[src/fcst_regs.svh]
// Constants of the fibre coupling status and trigger block: offsets,
// field positions, reset values and timing counts.
// Assumes an APB slave on pclk at 100 MHz, 32-bit aligned words.
// Overview of operation
// - Eight separate indicator outputs show module and port pair state
// - Run/fault: both dark power-up, fault only unconfigured, run only working
// - Run and fault both lit after supply rail or hardware failure
// - Pair A startup lit while startup frames sent (master) or received (slave)
// - Pair A traffic lit when data accesses on pair A are acknowledged
// - Traffic indicator brightness follows intensity of periodic data traffic
// - Pair B startup shows startup frame sending in master mode only
// - Pair B traffic lit on remote acknowledgements, master mode only
// - Pair A link lit while its receiver sees a valid signal
// - Pair B link lit on valid receive signal, master mode only
// - Master mode sends clock, alarm and sampling triggers over links
// - Slave mode drives received triggers to backplane per routing enables
// - Coupling recovers automatically after the remote rack power cycles; a local failure latches until reset
// - Alarm interrupt on backplane carries no source identification
// - Master mode default serves two pairs; slave uses only pair A
`ifndef FCST_REGS_SVH
`define FCST_REGS_SVH

`define FCST_CTRL_OFS      12'h000
`define FCST_STATUS_OFS    12'h004
`define FCST_IRQ_STAT_OFS  12'h008
`define FCST_IRQ_MASK_OFS  12'h00C
`define FCST_ID_OFS        12'h010

// Control fields
`define FCST_CTRL_SLAVE    0
`define FCST_CTRL_INIT     1
`define FCST_CTRL_RT_CLK   2
`define FCST_CTRL_RT_ALM   3
`define FCST_CTRL_RT_BST   4
`define FCST_CTRL_RESET    32'h0000_0000

// Status fields
`define FCST_ST_RUN        0
`define FCST_ST_FAULT      1
`define FCST_ST_B_VALID    2
`define FCST_ST_A_VALID    3
`define FCST_ST_HW_FAIL    4

// Interrupt events
`define FCST_EV_A_LOSS     0
`define FCST_EV_B_LOSS     1
`define FCST_EV_FAIL       2
`define FCST_EV_ALARM      3
`define FCST_EV_W          4

// Traffic brightness: window in ms, cycles at 100 MHz
`define FCST_CLK_MHZ       100
`define FCST_WIN_MS        10
`define FCST_WIN_CYC       (`FCST_WIN_MS * 1000 * `FCST_CLK_MHZ)
`define FCST_PWM_W         4

`endif

[src/fcst_pkg.sv]
// Types of the fibre coupling status and trigger block.
// Assumes fcst_regs.svh supplies the numeric constants.
`include "fcst_regs.svh"
package fcst_pkg;

  typedef struct packed {
    logic clock_trig;
    logic alarm_trig;
    logic base_trig;
  } fcst_trig_t;

  typedef struct packed {
    logic run_indicator;
    logic fault_indicator;
    logic pair_a_startup_indicator;
    logic pair_a_traffic_indicator;
    logic pair_b_startup_indicator;
    logic pair_b_traffic_indicator;
    logic pair_a_link_indicator;
    logic pair_b_link_indicator;
  } fcst_ind_t;

  typedef struct packed {
    logic startup;
    logic ack;
    logic valid;
  } fcst_pair_t;

  typedef struct packed {
    logic                     ready;
    logic [31:0]              rdata;
    logic                     slverr;
  } fcst_apb_rsp_t;

endpackage : fcst_pkg

[src/fcst_top.sv]
// Status, indicator and trigger forwarding logic of the fibre coupling.
// Assumes link, supply and backplane signals are asynchronous pins and
// software reaches the control and status words over APB.
`timescale 1ns/100ps
`include "fcst_regs.svh"
module fcst_top #(
  parameter int WIN_CYC = `FCST_WIN_CYC,
  parameter int PWM_W   = `FCST_PWM_W
) (
  input  wire logic                 pclk,
  input  wire logic                 presetn,
  input  wire logic                 psel,
  input  wire logic                 penable,
  input  wire logic                 pwrite,
  input  wire logic [11:0]          paddr,
  input  wire logic [31:0]          pwdata,
  output logic                      pready,
  output logic [31:0]               prdata,
  output logic                      pslverr,
  input  wire logic                 supply_ok,
  input  wire logic                 hw_fail,
  input  wire fcst_pkg::fcst_pair_t pair_a_in,
  input  wire fcst_pkg::fcst_pair_t pair_b_in,
  input  wire fcst_pkg::fcst_trig_t trig_local,
  input  wire fcst_pkg::fcst_trig_t trig_link_rx,
  output fcst_pkg::fcst_trig_t      trig_link_a_tx,
  output fcst_pkg::fcst_trig_t      trig_link_b_tx,
  output fcst_pkg::fcst_trig_t      trig_backplane,
  output fcst_pkg::fcst_ind_t       indicators,
  output logic                      irq
);

  localparam int SW = 3 + 3 + 1 + 3 + 1;

  typedef struct packed {
    logic [SW-1:0]              s1;
    logic [SW-1:0]              s2;
    logic [SW-1:0]              s3;
    logic [31:0]                ctrl;
    logic [`FCST_EV_W-1:0]      ists;
    logic [`FCST_EV_W-1:0]      imsk;
    logic [31:0]                wcnt;
    logic [PWM_W-1:0]           acnt_a;
    logic [PWM_W-1:0]           acnt_b;
    logic [PWM_W-1:0]           duty_a;
    logic [PWM_W-1:0]           duty_b;
    logic [PWM_W-1:0]           phase;
    logic                       fail_seen;
    logic                       pready;
    logic [31:0]                prdata;
    logic                       pslverr;
    fcst_pkg::fcst_trig_t       tx_a;
    fcst_pkg::fcst_trig_t       tx_b;
    fcst_pkg::fcst_trig_t       bp;
    fcst_pkg::fcst_ind_t        ind;
    logic                       irq;
  } fcst_state_t;

  fcst_state_t q;
  fcst_state_t next_q;

  // Sampled pins: a{st,ack,val}, b{st,ack,val}, supply_ok, trig_link_rx, hw
  logic [SW-1:0] raw;
  assign raw = {pair_a_in, pair_b_in, supply_ok, trig_link_rx, hw_fail};

  always_comb begin
    logic                 slave;
    logic                 a_st, a_ack, a_val, b_st, b_ack, b_val;
    logic                 sup_ok, hw, b_val_old, a_val_old, sup_old, hw_old;
    logic                 alm_rise;
    fcst_pkg::fcst_trig_t rx;
    fcst_pkg::fcst_trig_t rx_old;
    logic                 fail;
    logic                 wr, rd, acc;
    logic [`FCST_EV_W-1:0] ev;
    logic [`FCST_EV_W-1:0] clr;
    slave     = 1'b0;
    a_st      = 1'b0;
    a_ack     = 1'b0;
    a_val     = 1'b0;
    b_st      = 1'b0;
    b_ack     = 1'b0;
    b_val     = 1'b0;
    sup_ok    = 1'b0;
    hw        = 1'b0;
    a_val_old = 1'b0;
    b_val_old = 1'b0;
    sup_old   = 1'b0;
    hw_old    = 1'b0;
    alm_rise  = 1'b0;
    rx        = '0;
    rx_old    = '0;
    fail      = 1'b0;
    wr        = 1'b0;
    rd        = 1'b0;
    acc       = 1'b0;
    ev        = '0;
    clr       = '0;
    next_q    = q;

    next_q.s1 = raw;
    next_q.s2 = q.s1;
    next_q.s3 = q.s2;
    {a_st, a_ack, a_val, b_st, b_ack, b_val, sup_ok, rx, hw} = q.s2;
    {a_val_old, b_val_old, sup_old, hw_old} =
      {q.s3[8], q.s3[5], q.s3[4], q.s3[0]};
    rx_old   = q.s3[3:1];
    alm_rise = rx.alarm_trig & ~rx_old.alarm_trig;
    slave    = q.ctrl[`FCST_CTRL_SLAVE];

    // A rail that falls after being good, or a hardware fault, latches
    // the failure until reset; a rail still rising at power-up does not
    if ((sup_old && !sup_ok) || hw) begin
      next_q.fail_seen = 1'b1;
    end
    fail = q.fail_seen;

    // Indicators
    next_q.ind.run_indicator   = q.ctrl[`FCST_CTRL_INIT] | fail;
    next_q.ind.fault_indicator = ~q.ctrl[`FCST_CTRL_INIT] | fail;
    if (!q.ctrl[`FCST_CTRL_INIT] && !fail && !sup_ok) begin
      next_q.ind.run_indicator   = 1'b0;
      next_q.ind.fault_indicator = 1'b0;
    end
    next_q.ind.pair_a_startup_indicator = a_st;
    next_q.ind.pair_a_link_indicator    = a_val;
    next_q.ind.pair_b_startup_indicator = ~slave & b_st;
    next_q.ind.pair_b_link_indicator    = ~slave & b_val;

    // Ack density per window sets duty; PWM gives brightness
    next_q.phase = q.phase + 1'b1;
    if (q.wcnt >= 32'(WIN_CYC - 1)) begin
      next_q.wcnt   = '0;
      next_q.duty_a = q.acnt_a;
      next_q.duty_b = q.acnt_b;
      next_q.acnt_a = '0;
      next_q.acnt_b = '0;
    end else begin
      next_q.wcnt = q.wcnt + 32'h0000_0001;
      if (a_ack && q.acnt_a != '1) begin
        next_q.acnt_a = q.acnt_a + 1'b1;
      end
      if (b_ack && q.acnt_b != '1) begin
        next_q.acnt_b = q.acnt_b + 1'b1;
      end
    end
    next_q.ind.pair_a_traffic_indicator =
      (q.duty_a != '0) && (q.phase <= q.duty_a);
    next_q.ind.pair_b_traffic_indicator = ~slave &
      (q.duty_b != '0) && (q.phase <= q.duty_b);

    // Triggers: master sends on both links, slave routes to backplane
    next_q.tx_a = slave ? '0 : trig_local;
    next_q.tx_b = slave ? '0 : trig_local;
    next_q.bp.clock_trig = slave & q.ctrl[`FCST_CTRL_RT_CLK]
                           & rx.clock_trig;
    next_q.bp.alarm_trig = slave & q.ctrl[`FCST_CTRL_RT_ALM]
                           & rx.alarm_trig;
    next_q.bp.base_trig  = slave & q.ctrl[`FCST_CTRL_RT_BST]
                           & rx.base_trig;

    // Events; link loss needs no software action to recover
    ev[`FCST_EV_A_LOSS] = a_val_old & ~a_val;
    ev[`FCST_EV_B_LOSS] = ~slave & b_val_old & ~b_val;
    ev[`FCST_EV_FAIL]   = (sup_old & ~sup_ok) | (~hw_old & hw);
    ev[`FCST_EV_ALARM]  = slave & alm_rise;

    // APB: one wait state; reads are staged, writes land at the pready edge
    acc = psel & penable;
    wr  = acc & pwrite;
    rd  = acc & ~pwrite;
    next_q.pready  = 1'b0;
    next_q.pslverr = 1'b0;
    next_q.prdata  = '0;
    if (acc && !q.pready) begin
      next_q.pready = 1'b1;
      case (paddr)
        `FCST_CTRL_OFS: begin
          next_q.prdata = q.ctrl;
        end
        `FCST_STATUS_OFS: begin
          next_q.prdata = {27'h000_0000, hw, a_val, b_val,
                           q.ind.fault_indicator, q.ind.run_indicator};
        end
        `FCST_IRQ_STAT_OFS: begin
          next_q.prdata = {28'h000_0000, q.ists};
        end
        `FCST_IRQ_MASK_OFS: begin
          next_q.prdata = {28'h000_0000, q.imsk};
        end
        `FCST_ID_OFS: begin
          next_q.prdata = 32'h0000_5A01; // Arbitrary value
        end
        default: begin
          next_q.pslverr = 1'b1;
        end
      endcase
      if (rd) begin
        next_q.prdata = next_q.prdata;
      end else begin
        next_q.prdata = '0;
      end
    end
    // Write takes effect at the edge where the master sees pready high
    if (wr && q.pready) begin
      case (paddr)
        `FCST_CTRL_OFS: begin
          next_q.ctrl = {27'h000_0000, pwdata[4:0]};
        end
        `FCST_IRQ_STAT_OFS: begin
          clr = pwdata[`FCST_EV_W-1:0];
        end
        `FCST_IRQ_MASK_OFS: begin
          next_q.imsk = pwdata[`FCST_EV_W-1:0];
        end
        default: begin
          clr = '0;
        end
      endcase
    end
    // Set wins over write-one-to-clear
    next_q.ists = (q.ists & ~clr) | ev;
    next_q.irq  = |(next_q.ists & next_q.imsk);
  end

  always_ff @(posedge pclk or negedge presetn) begin
    if (!presetn) begin
      q      <= '0;
    end else begin
      q      <= next_q;
    end
  end

  assign pready         = q.pready;
  assign prdata         = q.prdata;
  assign pslverr        = q.pslverr;
  assign trig_link_a_tx = q.tx_a;
  assign trig_link_b_tx = q.tx_b;
  assign trig_backplane = q.bp;
  assign indicators     = q.ind;
  assign irq            = q.irq;

endmodule : fcst_top

[config.mk]
export PLATFORM = sky130hd
export DESIGN_NAME = fcst_top
export DESIGN_NICKNAME = d
export VERILOG_FILES = /design/src/fcst_pkg.sv /design/src/fcst_top.sv
export VERILOG_INCLUDE_DIRS = /design/src
export SDC_FILE = /design/constraint.sdc
export NUM_CORES = 1
export LEC_CHECK = 0
export BUFFER_PORTS_ARGS = -buffer_cell sky130_fd_sc_hd__buf_2
export CAP_MARGIN = 5
export CORE_MARGIN = 2
export CORE_UTILIZATION = 48
export DETAILED_ROUTE_END_ITERATION = 6
export GPL_TIMING_DRIVEN = 1
export PLACE_DENSITY = 0.75
export SYNTH_ARGS = -nofsm -noshare
export SYNTH_HDL_FRONTEND = slang
export SYNTH_SLANG_ARGS = --single-unit
[constraint.sdc]
create_clock -name pclk -period 2 [get_ports pclk]
set_input_delay 0.6 -clock pclk [delete_from_list [all_inputs] [get_ports pclk]]
set_output_delay 0.6 -clock pclk [all_outputs]
set_load 0.02 [all_outputs]
==> impl_metrics.xml <==
<?xml version="1.0" encoding="UTF-8"?>
<metrics>
  <group name="outcome">
    <metric name="outcome" unit="">finished, final reports clean</metric>
  </group>
  <group name="setup_path">
    <metric name="endpoint_arrival_time_on_the_critical_path" unit="ps">2290</metric>
    <metric name="r2r_slack" unit="ps">90</metric>
    <metric name="beginning_of_the_critical_path" unit="">q[85]</metric>
    <metric name="endpoint_kind" unit="">register</metric>
    <metric name="crit_path_start_kind" unit="">register</metric>
    <metric name="cp_data_required_time" unit="ps">2390</metric>
    <metric name="criticalPathCategory" unit="">reg2reg</metric>
    <metric name="regToRegStartpoint" unit="">q[85]</metric>
    <metric name="crit_path_max_fanout" unit="">5</metric>
    <metric name="worstReg2RegEnd" unit="">q[57]</metric>
    <metric name="worst_r2r_path_depth" unit="">6</metric>
  </group>
  <group name="cts">
    <metric name="tritoncts" unit="">built</metric>
    <metric name="cts_inserted_buffers" unit="">17</metric>
    <metric name="clk_transition_reported_paths" unit="ps">50</metric>
    <metric name="cts.htree.levels" unit="">4</metric>
    <metric name="cts_hold_buffers" unit="">0</metric>
    <metric name="root_buffer" unit="">clkbuf_8</metric>
    <metric name="clockBufferDepth" unit="">2</metric>
    <metric name="clock_sinks" unit="">115</metric>
    <metric name="insertion_delay" unit="ps">510</metric>
  </group>
  <group name="power_and_ir_drop">
    <metric name="power.share.clock" unit="%">52.1</metric>
    <metric name="net-switching-power" unit="mW">1.169</metric>
    <metric name="seq_power_share" unit="%">43.5</metric>
    <metric name="comb_power_share" unit="%">4.4</metric>
    <metric name="internal-power" unit="mW">4.340</metric>
    <metric name="design_power_total" unit="mW">5.509</metric>
    <metric name="power_leakage" unit="nW">2.852</metric>
    <metric name="peakVddDrop" unit="uV">493.0</metric>
    <metric name="netSwitchingFraction" unit="%">21.22</metric>
    <metric name="p_per_area" unit="nW/um^2">910.2</metric>
  </group>
  <group name="route">
    <metric name="drt_iter0_drc" unit="">115</metric>
    <metric name="route.detailed.drc" unit="">0</metric>
    <metric name="postRouteAntennaNets" unit="">0</metric>
    <metric name="drt_pass1_iterations" unit="">4</metric>
    <metric name="postRouteWirelength" unit="um">8810</metric>
    <metric name="wl_per_cell" unit="um">13.51</metric>
    <metric name="via_count" unit="">3204</metric>
    <metric name="via_per_inst" unit="">4.914</metric>
  </group>
  <group name="place">
    <metric name="dp.final_hpwl" unit="um">5933</metric>
    <metric name="routability_cong" unit="">0.8111</metric>
    <metric name="numPlacedInstances" unit="">619</metric>
    <metric name="place.port_buffers" unit="">64</metric>
    <metric name="dp_worst_setup_slack" unit="ps">-329.5</metric>
  </group>
  <group name="timing">
    <metric name="final_critical_period" unit="ps">1906</metric>
    <metric name="peak_clock_frequency_supported_by_timing" unit="MHz">524.5</metric>
    <metric name="report.final.slew_viol_count" unit="">0</metric>
    <metric name="timing.final.crit_share" unit="%">95.32</metric>
    <metric name="number_of_failing_hold_endpoints_at_the_final_stage" unit="">0</metric>
    <metric name="finalSetupViolCount" unit="">0</metric>
    <metric name="final.setup_skew" unit="ps">8.009</metric>
    <metric name="fin_worst_hold_slack" unit="ps">39.95</metric>
    <metric name="layout_setup_ws" unit="ps">93.59</metric>
  </group>
  <group name="synthesis">
    <metric name="async_reset_ff_share" unit="%">100.0</metric>
    <metric name="synth_area_per_cell" unit="sq um">11.84</metric>
    <metric name="post_synth_edffs" unit="">0</metric>
    <metric name="synth-warning-count" unit="">0</metric>
    <metric name="post_synth_xor_area_fraction" unit="%">4.447</metric>
    <metric name="mappedNetlistArea" unit="sq um">4923</metric>
    <metric name="post_synth_fa_ha_maj_area_fraction" unit="%">3.050</metric>
    <metric name="synth-simple-area-share" unit="%">15.43</metric>
    <metric name="synthesis.instances" unit="">416</metric>
    <metric name="synth.lib_cells_used.distinct" unit="">48</metric>
    <metric name="multiplexer_fraction_of_the_synthesized_cell_area" unit="%">4.803</metric>
    <metric name="synth_seq_area_share" unit="%">58.45</metric>
    <metric name="ys_seq_elements" unit="">115</metric>
    <metric name="yosys_most_used_dff" unit="">dfrtp_1</metric>
    <metric name="synth_compound_gate_area_share" unit="%">4.651</metric>
    <metric name="synth_top_family_by_area" unit="">simple AND/OR/NAND/NOR gates</metric>
  </group>
  <group name="global_route">
    <metric name="wire_length_of_the_first_global_routing_pass" unit="um">14790</metric>
    <metric name="track_usage" unit="%">17.23</metric>
    <metric name="antenna_found_initial" unit="">0</metric>
    <metric name="global_route.overflow_total" unit="">0</metric>
    <metric name="grt_max_degree" unit="">44</metric>
    <metric name="first_global_vias" unit="">3234</metric>
  </group>
  <group name="job">
    <metric name="max-cap-violations" unit="">0</metric>
  </group>
  <group name="layout">
    <metric name="final_common_cell" unit="">dfrtp_1</metric>
    <metric name="finalNonFillerCells" unit="">652</metric>
    <metric name="design.final.nets" unit="">583</metric>
    <metric name="area_growth_syn_to_layout" unit="%">22.92</metric>
    <metric name="layout-drive-gt1-share" unit="%">29.87</metric>
    <metric name="final_core_util" unit="%">61.35</metric>
    <metric name="insertedDiodeCount" unit="">0</metric>
    <metric name="final_cell_mix" unit="">dfrtp_1, buf_2, nor2_1, conb_1, buf_4</metric>
  </group>
  <group name="die">
    <metric name="standard_cell_rows" unit="">36</metric>
    <metric name="die_h" unit="um">105.3</metric>
    <metric name="core" unit="sq um">9864</metric>
    <metric name="fp.dieW" unit="um">105.3</metric>
    <metric name="design.portCount" unit="">115</metric>
    <metric name="floorplan.initialDensity" unit="%">49.91</metric>
    <metric name="floorplan.die_area" unit="sq um">11080</metric>
  </group>
  <group name="hold_path">
    <metric name="worst_hold_path_type" unit="">in2async</metric>
  </group>
</metrics>
layout make-up:
class | count | area [sq um]
Tap cell | 133 | 166.4
Timing Repair Buffer | 96 | 586.8
Fill cell | 750 | 3812
Sequential cell | 115 | 2878
Multi-Input combinational cell | 265 | 1798
Clock inverter | 9 | 105.1
Clock buffer | 21 | 469.2
Inverter | 13 | 48.80
what timing repair did:
item | 4_1_cts | 5_1_grt
gates cloned | 0 | 2
pin swaps | 0 | 2
buffers inserted | 0 | 1
endpoints found under the setup margin | 2 | 18
resized for setup | 1 | 14
worst max path at each step:
stage                     cells past startpoint    end
final                                         6  q[57]
after CTS                                     7  q[57]
after detailed placement                      7    irq
after floorplan                               6    irq
after global routing                          7    irq
after global placement                        7    irq
critical path, cell delays in order (launching register included):
cell	delay, ps
dfrtp_1	380
or4_4	560
nor2_4	130
a211o_1	160
nand3_2	130
buf_6	170
mux2_2	260
registers in the layout, indices dropped and copies added, names as in the netlist:
| signal | flops |
|---|---|
| irq | 1 |
| pready | 1 |
| trig_link_b_tx | 3 |
| trig_backplane | 3 |
| q | 70 |
| prdata | 6 |
| indicators | 8 |
| pslverr | 1 |
| next_q | 22 |
synthesized netlist by cell type (2+ instances only):
library cell	instances	area (sq um)
o21ai_0	9	45.04
nor4_1	6	37.54
o22ai_1	2	12.51
a21boi_0	2	15.01
mux2i_1	3	30.03
and4_1	3	26.28
xor2_1	14	122.6
clkbuf_1	7	26.28
dfrtp_1	115	2878
a21o_1	6	45.04
a41oi_1	2	17.52
buf_4	49	367.9
a31oi_1	3	18.77
nand3_1	10	50.05
mux4_2	3	67.56
nor4bb_1	2	20.02
nand4_1	5	31.28
nand2b_1	5	31.28
mux2_2	11	123.9
ha_1	12	150.1
nor2b_1	15	93.84
or2_2	2	12.51
and3_1	8	50.05
nand2_1	21	78.83
or3_1	3	18.77
nand4b_1	3	26.28
inv_1	13	48.80
xnor2_1	11	96.34
nor2_1	38	142.6
a21oi_1	6	30.03
nor3_1	10	50.05
routing by layer:
metal	global-route usage, %	share of wire (%)
met5	0	0
met4	7.524	1.4
met2	27.97	50
met3	5.318	4.9
met1	21.27	43
power by group through the flow:
stage / clock network [mW] / registers (mW) / logic, mW
final: 2.87 / 2.40 / 0.243
after global routing: 3.04 / 2.40 / 0.269
after CTS: 2.92 / 2.40 / 0.243
after detailed placement: 0 / 2.44 / 0.242
after global placement: 0 / 2.43 / 0.238
after floorplan: 0 / 2.43 / 0.152
stage by stage:
stage               setup TNS (ps)  cell area, sq um
finish                           0              6052
floorplan                   -114.0              5060
detailed placement           -2045              5393
CTS                              0              5967
global route                -6.202              6052
global placement             -1946              5393
cell families (layout without fill, tap and decap cells):
kind of cell | count (synthesis) | in the layout
flops | 115 | 115
other cells | 1 | 35
xor+xnor | 25 | 25
mux | 18 | 18
compound gates | 35 | 35
buf+inv | 70 | 139
fa+ha+maj | 12 | 12
simple gates | 140 | 140
No activity file was read; power rests on OpenSTA's default activity.
